<file path="src/include/rab_pkg.sv">
// Constants and carrier types for the register access bank
package rab_pkg;
  localparam int unsigned DATA_W = 8;
  localparam int unsigned ADDR_W = 3;
  // Register index map inside the bank
  localparam logic [2:0] REG_BASE   = 3'h0;
  localparam logic [2:0] REG_SET    = 3'h1;
  localparam logic [2:0] REG_CLEAR  = 3'h2;
  localparam logic [2:0] REG_TOGGLE = 3'h3;
  localparam logic [2:0] REG_CTRL   = 3'h4;
  localparam logic [2:0] REG_STATUS = 3'h5;
  localparam logic [2:0] REG_CMD    = 3'h6;
  localparam logic [2:0] REG_DEBUG  = 3'h7;
  // Field layouts: implemented bits per register, rest reserved
  localparam logic [7:0] CTRL_MASK   = 8'h3f;
  localparam logic [7:0] STATUS_MASK = 8'h0f;
  localparam logic [7:0] DEBUG_MASK  = 8'h07;
  localparam logic [7:0] CMD_MASK    = 8'h03;
  // Reset values
  localparam logic [7:0] BASE_RST  = 8'h00;
  localparam logic [7:0] CTRL_RST  = 8'h01;
  localparam logic [7:0] DEBUG_RST = 8'h00;
  // Command bit positions (write-only)
  localparam int unsigned CMD_SWRST_BIT = 0;
  localparam int unsigned CMD_PULSE_BIT = 1;

  typedef struct packed {
    logic             wr;
    logic             rd;
    logic [2:0]       addr;
    logic [7:0]       wdata;
  } rab_req_t;

  typedef enum logic [1:0] {
    RAB_OP_NONE   = 2'h0,
    RAB_OP_SET    = 2'h1,
    RAB_OP_CLEAR  = 2'h3,
    RAB_OP_TOGGLE = 2'h2
  } rab_op_t;
endpackage : rab_pkg

</file>
<file path="src/logic/rab_bank.sv">
// Register bank showing the access kinds of peripheral registers
// Contract
// - Read/write bits return last written value
// - Read-only bits ignore writes, show state
// - Write-only bits act; read value is zero
// - Reserved bits always read as zero
// - Reset values on reset; debug survives soft reset
// - Base and companions read identical contents
// - Clear companion one clears base bit
// - Set companion one sets base bit
// - Toggle companion one inverts base bit
`timescale 1ns/1ps
module rab_bank (
  input  wire logic              clk_in,
  input  wire logic              nrst_in,
  input  wire rab_pkg::rab_req_t req_in,
  input  wire logic [3:0]        status_in,
  output logic [7:0]             rdata_out,
  output logic                   rvalid_out,
  output logic [7:0]             base_out,
  output logic [5:0]             ctrl_out,
  output logic [2:0]             debug_out,
  output logic                   pulse_out
);
  import rab_pkg::*;

  logic [7:0] base_q;
  logic [7:0] ctrl_q;
  logic [7:0] debug_q;
  logic [3:0] status_meta;
  logic [3:0] status_sync;
  logic       swrst;
  logic       pair_wr;
  rab_op_t    pair_op;
  logic [7:0] next_rdata;

  // Decoding shared by the write path and the assertions
  function automatic logic hit(input logic [2:0] a, input logic [2:0] r);
    return a == r;
  endfunction : hit

  function automatic logic is_pair(input logic [2:0] a);
    return hit(a, REG_BASE) | hit(a, REG_SET) | hit(a, REG_CLEAR) | hit(a, REG_TOGGLE);
  endfunction : is_pair

  assign swrst   = req_in.wr & hit(req_in.addr, REG_CMD) & req_in.wdata[CMD_SWRST_BIT];
  assign pair_wr = req_in.wr & is_pair(req_in.addr);

  always_comb begin
    unique case (req_in.addr[1:0])
      2'h1:    pair_op = RAB_OP_SET;
      2'h2:    pair_op = RAB_OP_CLEAR;
      2'h3:    pair_op = RAB_OP_TOGGLE;
      2'h0:    pair_op = RAB_OP_NONE;
    endcase
  end

  rab_pair_reg u_pair (
    .clk_in    (clk_in),
    .nrst_in   (nrst_in),
    .swrst_in  (swrst),
    .wr_in     (pair_wr),
    .op_in     (pair_op),
    .wdata_in  (req_in.wdata),
    .value_out (base_q)
  );

  // Status pins come from outside this clock domain
  always_ff @(posedge clk_in or negedge nrst_in) begin
    if (!nrst_in) begin
      status_meta <= 4'h0;
      status_sync <= 4'h0;
    end else begin
      status_meta <= status_in;
      status_sync <= status_meta;
    end
  end

  always_ff @(posedge clk_in or negedge nrst_in) begin
    if (!nrst_in) begin
      ctrl_q <= CTRL_RST;
    end else if (swrst) begin
      ctrl_q <= CTRL_RST;
    end else if (req_in.wr && hit(req_in.addr, REG_CTRL)) begin
      ctrl_q <= req_in.wdata & CTRL_MASK;
    end
  end

  // Debug control is kept across a soft reset so a debugger session survives
  always_ff @(posedge clk_in or negedge nrst_in) begin
    if (!nrst_in) begin
      debug_q <= DEBUG_RST;
    end else if (req_in.wr && hit(req_in.addr, REG_DEBUG)) begin
      debug_q <= req_in.wdata & DEBUG_MASK;
    end
  end

  // Write-only command pulse
  always_ff @(posedge clk_in or negedge nrst_in) begin
    if (!nrst_in) begin
      pulse_out <= 1'b0;
    end else begin
      pulse_out <= req_in.wr & hit(req_in.addr, REG_CMD) & req_in.wdata[CMD_PULSE_BIT];
    end
  end

  // Pulse lasts one cycle, only after a command write with its bit set
  a_pulse_fire: assert property (@(posedge clk_in) disable iff (!nrst_in)
    req_in.wr && hit(req_in.addr, REG_CMD) && req_in.wdata[CMD_PULSE_BIT]
    |=> pulse_out)
    else $error("command pulse missing");
  a_pulse_quiet: assert property (@(posedge clk_in) disable iff (!nrst_in)
    !(req_in.wr && hit(req_in.addr, REG_CMD))
    |=> !pulse_out)
    else $error("command pulse without a command write");

  always_comb begin
    next_rdata = 8'h00;
    unique case (req_in.addr)
      REG_BASE, REG_SET, REG_CLEAR, REG_TOGGLE: next_rdata = base_q;
      REG_CTRL:   next_rdata = ctrl_q & CTRL_MASK;
      REG_STATUS: next_rdata = {4'h0, status_sync} & STATUS_MASK;
      REG_CMD:    next_rdata = 8'h00;
      REG_DEBUG:  next_rdata = debug_q & DEBUG_MASK;
    endcase
  end

  always_ff @(posedge clk_in or negedge nrst_in) begin
    if (!nrst_in) begin
      rdata_out  <= 8'h00;
      rvalid_out <= 1'b0;
    end else begin
      rvalid_out <= req_in.rd;
      rdata_out  <= req_in.rd ? next_rdata : 8'h00;
    end
  end

  // Read answer stands exactly one cycle; idle cycles show zero data
  a_read_answer: assert property (@(posedge clk_in) disable iff (!nrst_in)
    req_in.rd |=> rvalid_out)
    else $error("read not answered");
  a_idle_quiet: assert property (@(posedge clk_in) disable iff (!nrst_in)
    !req_in.rd |=> !rvalid_out && (rdata_out == 8'h00))
    else $error("read answer without a read");

  always_ff @(posedge clk_in or negedge nrst_in) begin
    if (!nrst_in) begin
      base_out  <= BASE_RST;
      ctrl_out  <= CTRL_RST[5:0];
      debug_out <= DEBUG_RST[2:0];
    end else begin
      base_out  <= base_q;
      ctrl_out  <= ctrl_q[5:0];
      debug_out <= debug_q[2:0];
    end
  end

  // Companion writes; a soft reset never shares their cycle, it needs the command address
  a_set_effect: assert property (@(posedge clk_in) disable iff (!nrst_in)
    req_in.wr && hit(req_in.addr, REG_SET) |=> ((base_q & $past(req_in.wdata)) == $past(req_in.wdata)))
    else $error("set companion did not set bits");
  a_clear_effect: assert property (@(posedge clk_in) disable iff (!nrst_in)
    req_in.wr && hit(req_in.addr, REG_CLEAR) |=> ((base_q & $past(req_in.wdata)) == 8'h00))
    else $error("clear companion did not clear bits");
  a_toggle_effect: assert property (@(posedge clk_in) disable iff (!nrst_in)
    req_in.wr && hit(req_in.addr, REG_TOGGLE) |=> (base_q == ($past(base_q) ^ $past(req_in.wdata))))
    else $error("toggle companion did not invert bits");
  a_zero_keep: assert property (@(posedge clk_in) disable iff (!nrst_in)
    req_in.wr && (hit(req_in.addr, REG_SET) || hit(req_in.addr, REG_CLEAR) || hit(req_in.addr, REG_TOGGLE))
    |=> ((base_q & ~$past(req_in.wdata)) == ($past(base_q) & ~$past(req_in.wdata))))
    else $error("companion zero bits changed base");
  a_base_load: assert property (@(posedge clk_in) disable iff (!nrst_in)
    req_in.wr && hit(req_in.addr, REG_BASE) |=> base_q == $past(req_in.wdata))
    else $error("base write not taken");
  a_pair_read: assert property (@(posedge clk_in) disable iff (!nrst_in)
    req_in.rd && is_pair(req_in.addr) && !req_in.wr |=> rdata_out == base_q)
    else $error("pair read differs from base");
  // Two pair reads with no write between must agree, whichever members
  a_pair_same: assert property (@(posedge clk_in) disable iff (!nrst_in)
    req_in.rd && is_pair(req_in.addr) && !req_in.wr ##1 (req_in.rd && is_pair(req_in.addr) && !req_in.wr)
    |=> rdata_out == $past(rdata_out))
    else $error("pair members read differently");

  // Plain read/write registers
  a_ctrl_load: assert property (@(posedge clk_in) disable iff (!nrst_in)
    req_in.wr && hit(req_in.addr, REG_CTRL) |=> ctrl_q == ($past(req_in.wdata) & CTRL_MASK))
    else $error("control write not taken");
  a_rw_readback: assert property (@(posedge clk_in) disable iff (!nrst_in)
    req_in.wr && hit(req_in.addr, REG_CTRL) ##1 (req_in.rd && hit(req_in.addr, REG_CTRL) && !req_in.wr)
    |=> rdata_out == ($past(req_in.wdata, 2) & CTRL_MASK))
    else $error("control readback mismatch");
  a_debug_readback: assert property (@(posedge clk_in) disable iff (!nrst_in)
    req_in.wr && hit(req_in.addr, REG_DEBUG) ##1 (req_in.rd && hit(req_in.addr, REG_DEBUG) && !req_in.wr)
    |=> rdata_out == ($past(req_in.wdata, 2) & DEBUG_MASK))
    else $error("debug readback mismatch");

  // Reserved, read-only and write-only bits
  a_reserved_zero: assert property (@(posedge clk_in) disable iff (!nrst_in)
    req_in.rd && hit(req_in.addr, REG_CTRL) |=> ((rdata_out & ~CTRL_MASK) == 8'h00))
    else $error("control reserved bits read nonzero");
  a_debug_reserved: assert property (@(posedge clk_in) disable iff (!nrst_in)
    req_in.rd && hit(req_in.addr, REG_DEBUG) |=> ((rdata_out & ~DEBUG_MASK) == 8'h00))
    else $error("debug reserved bits read nonzero");
  a_status_reserved: assert property (@(posedge clk_in) disable iff (!nrst_in)
    req_in.rd && hit(req_in.addr, REG_STATUS) |=> ((rdata_out & ~STATUS_MASK) == 8'h00))
    else $error("status reserved bits read nonzero");
  a_status_ro: assert property (@(posedge clk_in) disable iff (!nrst_in)
    req_in.rd && hit(req_in.addr, REG_STATUS) |=> rdata_out == {4'h0, $past(status_sync)})
    else $error("status read wrong");
  a_status_nowrite: assert property (@(posedge clk_in) disable iff (!nrst_in)
    req_in.wr && hit(req_in.addr, REG_STATUS) |=> $stable(base_q) && $stable(ctrl_q) && $stable(debug_q))
    else $error("status write changed a register");
  // Command bits have no storage, so a read shows nothing of them
  a_cmd_read: assert property (@(posedge clk_in) disable iff (!nrst_in)
    req_in.rd && hit(req_in.addr, REG_CMD) |=> rdata_out == 8'h00)
    else $error("command read not zero");

  // Reset and output copies
  a_swrst_keep: assert property (@(posedge clk_in) disable iff (!nrst_in)
    swrst |=> (ctrl_q == CTRL_RST) && (base_q == BASE_RST) && $stable(debug_q))
    else $error("soft reset values wrong");
  a_out_mirror: assert property (@(posedge clk_in) disable iff (!nrst_in)
    1'b1 |=> (base_out == $past(base_q))
      && ({2'h0, ctrl_out} == ($past(ctrl_q) & CTRL_MASK))
      && ({5'h00, debug_out} == ($past(debug_q) & DEBUG_MASK)))
    else $error("output copies lag wrong");
endmodule : rab_bank

</file>
<file path="src/logic/rab_pair_reg.sv">
// Base register with set, clear and toggle companions
`timescale 1ns/1ps
module rab_pair_reg (
  input  wire logic              clk_in,
  input  wire logic              nrst_in,
  input  wire logic              swrst_in,
  input  wire logic              wr_in,
  input  wire rab_pkg::rab_op_t  op_in,
  input  wire logic [7:0]        wdata_in,
  output logic [7:0]             value_out
);
  import rab_pkg::*;

  logic [7:0] next_value;

  always_comb begin
    next_value = value_out;
    if (wr_in) begin
      unique case (op_in)
        RAB_OP_NONE: next_value = wdata_in;
        RAB_OP_SET:  next_value = value_out | wdata_in;
        RAB_OP_CLEAR:  next_value = value_out & ~wdata_in;
        RAB_OP_TOGGLE: next_value = value_out ^ wdata_in;
      endcase
    end
  end

  always_ff @(posedge clk_in or negedge nrst_in) begin
    if (!nrst_in) begin
      value_out <= BASE_RST;
    end else if (swrst_in) begin
      value_out <= BASE_RST;
    end else begin
      value_out <= next_value;
    end
  end
endmodule : rab_pair_reg

</file>
<file path="config.mk">
export PLATFORM = sky130hd
export DESIGN_NAME = rab_bank
export DESIGN_NICKNAME = d
export VERILOG_FILES = /design/src/include/rab_pkg.sv /design/src/logic/rab_bank.sv /design/src/logic/rab_pair_reg.sv
export SDC_FILE = /design/constraint.sdc
export NUM_CORES = 1
export LEC_CHECK = 0
export BUFFER_PORTS_ARGS = -buffer_cell sky130_fd_sc_hd__clkbuf_2
export CORE_MARGIN = 2
export CORE_UTILIZATION = 44
export CTS_CLUSTER_DIAMETER = 150
export DETAILED_ROUTE_END_ITERATION = 6
export GPL_ROUTABILITY_DRIVEN = 0
export GPL_TIMING_DRIVEN = 0
export PLACE_DENSITY_LB_ADDON = 0.12
export SLEW_MARGIN = 20
export SYNTH_ARGS = -nofsm -noshare
export SYNTH_HDL_FRONTEND = slang
export SYNTH_SLANG_ARGS = --single-unit
</file>
<file path="constraint.sdc">
create_clock -name clk_in -period 2.05 [get_ports clk_in]
set_clock_uncertainty 0.2 [all_clocks]
set_input_delay 0.3075 -clock clk_in [delete_from_list [all_inputs] [get_ports clk_in]]
set_output_delay 0.3075 -clock clk_in [all_outputs]
set_load 0.02 [all_outputs]
</file>
==> flow_summary.json <==
{
  "critPathLaunchType": "register",
  "synth_edf_count": 0,
  "hold_start": "req_in[11]",
  "timing.max_cap.violations": 0,
  "use_met2_pct": 26.9,
  "synth_nets": 220,
  "syn2layout_area_growth_pct": 20.0,
  "first_pass_iters": 4,
  "postCtsSetupRepairBufs": 0,
  "yosysTopAreaCell": "dfrtp_1",
  "core_area_um2": 5040,
  "synth_warnings": 0,
  "crit_path_end_kind": "register",
  "holdPathEnd": "rvalid_out",
  "holdBufCountCts": 5,
  "reg2reg_from": "u_pair.value_out[2]",
  "seq_area_frac_synth_pct": 57.2,
  "h-tree-depth": 2,
  "layout.nets": 275,
  "min_period_over_period_pct": 76.0,
  "grt_remaining_overflow": 0,
  "arrival_ps": 1550,
  "grt_max_degree": 53,
  "vias": 1529,
  "die_h_um": 76.0,
  "reg2reg_slack_ps": 490,
  "use_met1_pct": 22.9,
  "port_buffers": 43,
  "ant_nets": 0,
  "grt_pass1_wl_um": 7530,
  "drc": 0,
  "post_cts_resized": 0,
  "yosysTopAreaCellShare_pct": 54.9,
  "busiest_layer": "met2",
  "grt_usage_pct": 16.6,
  "fp-row-count": 26,
  "drt-total-wl_um": 4500,
  "leakagePower_uw": 0.00141,
  "cts.sinks": 52,
  "synth.area.top_cells": "dfrtp_1 55%, ha_1 8.8%, mux2i_1 7.9%, nor2_1 3.6%, a221o_1 3.5%",
  "numCtsBuffers": 5,
  "min_period_ps": 1560,
  "vias_per_cell": 4.92,
  "fin_tns_setup_ps": 0,
  "power_density_nw_per_um2": 871,
  "ys_seq_elements": 52,
  "setup_violations": 0,
  "status": "complete, no violations",
  "clock_path_buffers": 2,
  "whs_path_depth": 1,
  "initial_utilization_pct": 45.2,
  "io_pins": 46,
  "clk_pin_slew_worst_paths_ps": 90,
  "insertedDiodeCount": 0,
  "clockRootBuffer": "clkbuf_8",
  "async_flop_share_pct": 100,
  "vdd_drop_max_mv": 0.387,
  "synth_area_um2": 2280,
  "die_w_um": 76.0,
  "drv_slew": 0,
  "hold_violations": 0,
  "required_ps": 2040,
  "worstReg2RegEnd": "u_pair.value_out[2]",
  "rsz0062_at_grt": "false",
  "grt.met3_usage_pct": 3.44,
  "hold_path.class": "in -> reg",
  "fillers": 448,
  "path_class": "reg -> reg",
  "rr_worst_depth": 5,
  "clk_latency_ps": 300,
  "ys_types": 30,
  "slew_headroom_pct": 54.2,
  "die-area_um2": 5770,
  "syn_avg_cell_area_um2": 12.3,
  "drt-initial-drc-count": 91,
  "wl_per_cell_um": 14.5,
  "cts_tree": "done",
  "synth_flop_cell": "dfrtp_1",
  "drive_gt1_share_pct": 26.6,
  "cp_max_fo": 5,
  "antenna_found_initial": 0,
  "utilization_pct": 54.2,
  "worst_slew_pin_slew_ps": 687,
  "dp_hpwl_um": 3020,
  "fmax_ghz": 0.642,
  "grt_pass1_vias": 1506,
  "syn_inst": 185
}
[layout make-up]
| cell class | instances | area (um^2) | share of cell area, % |
|---|---|---|---|
| Multi-Input combinational cell | 106 | 838 | 30.6 |
| Inverter | 18 | 67.6 | 2.47 |
| Timing Repair Buffer | 48 | 268 | 9.79 |
| Clock buffer | 8 | 100 | 3.66 |
| Tap cell | 70 | 87.6 | 3.20 |
| Sequential cell | 52 | 1300 | 47.7 |
| Buffer | 9 | 70.1 | 2.56 |
[cell usage in the layout, fill, tap and decap left out, types with 2 or more instances in the layout]
cell	count
a21boi_0	2
a21oi_1	7
a221o_1	8
buf_2	2
buf_4	3
buf_6	3
clkbuf_1	2
clkbuf_2	42
clkbuf_8	7
dfrtp_1	50
dfstp_2	2
dlygate4sd3_1	5
ha_1	16
inv_1	18
mux2i_1	18
nand2_1	4
nand2b_1	2
nand3_1	5
nor2_1	22
nor3b_1	3
o211a_1	3
o211ai_1	3
o21ai_0	3
[critical path, stage by stage, from the launching register on]
cell and delay, ps:
dfrtp_1 450, inv_1 70, ha_1 270, mux2i_1 150, nor2_1 50, a221o_1 270
[how the worst max path moves through the flow]
| stage | startpoint | endpoint | slack [ps] | cells past startpoint |
|---|---|---|---|---|
| after floorplan | u_pair.value_out[4] | u_pair.value_out[4] | 640 | 5 |
| after CTS | u_pair.value_out[2] | u_pair.value_out[2] | 470 | 5 |
| after global routing | u_pair.value_out[2] | u_pair.value_out[2] | 370 | 5 |
| after global placement | nrst_in | u_pair.value_out[7] | 400 | 1 |
| after detailed placement | req_in[0] | u_pair.value_out[0] | 440 | 6 |
| final | u_pair.value_out[2] | u_pair.value_out[2] | 490 | 5 |
[power breakdown]
group | leakage [uW] | internal (uW) | switching (uW) | total (uW)
clock network | 0.0000515 | 309 | 324 | 633
logic | 0.000704 | 194 | 289 | 483
registers | 0.000651 | 1180 | 86.0 | 1270
total | 0.00141 | 1680 | 699 | 2380
[per-stage QoR]
step | power, uW | instance area, um^2 | instances | worst slack (ps) | hold slack (ps)
after floorplan | 1580 | 2280 | 185 | 637 | -188
after global placement | 1760 | 2580 | 298 | 403 | 133
after detailed placement | 1770 | 2580 | 298 | 441 | 138
after CTS | 2410 | 2740 | 311 | 472 | 62.6
after global routing | 2520 | 2740 | 311 | 366 | 80.0
final | 2380 | 2740 | 311 | 491 | 69.8
[state kept, by name, summed over array words and instances (netlist names)]
register	flops
u_pair.value_out	8
pulse_out	1
debug_q	3
rdata_out	8
status_sync	4
ctrl_out	6
status_meta	4
base_out	8
debug_out	3
rvalid_out	1
ctrl_q	6
[routing by layer]
layer  up-vias  wire length [um]
met3         6               192
met1       748              2090
met4         0                60
met5         -                 0
met2        35              2160
li1        740                 -
[cells by family after synthesis]
family                     count (synthesis)  synth area share, %
buffers and inverters                     27                 6.04
DFF                                       52                 57.2
muxes                                     18                 7.90
and+or+nand+nor                           43                 9.99
adders and majority gates                 16                 8.78
AOI/OAI and AO/OA                         29                 10.1
[Yosys cell counts, types with 2 or more instances]
master and number:
buf_2 2, inv_1 18, o21ai_0 3, dfrtp_1 50
buf_4 3, nor2_1 22, mux2i_1 18, buf_6 3
nand2b_1 2, a21boi_0 2, ha_1 16, nand2_1 4
a21oi_1 7, nor3b_1 3, o211ai_1 3, o211a_1 3
nand3_1 5, a221o_1 8, dfstp_2 2
Power figures use the tool's default switching activity.
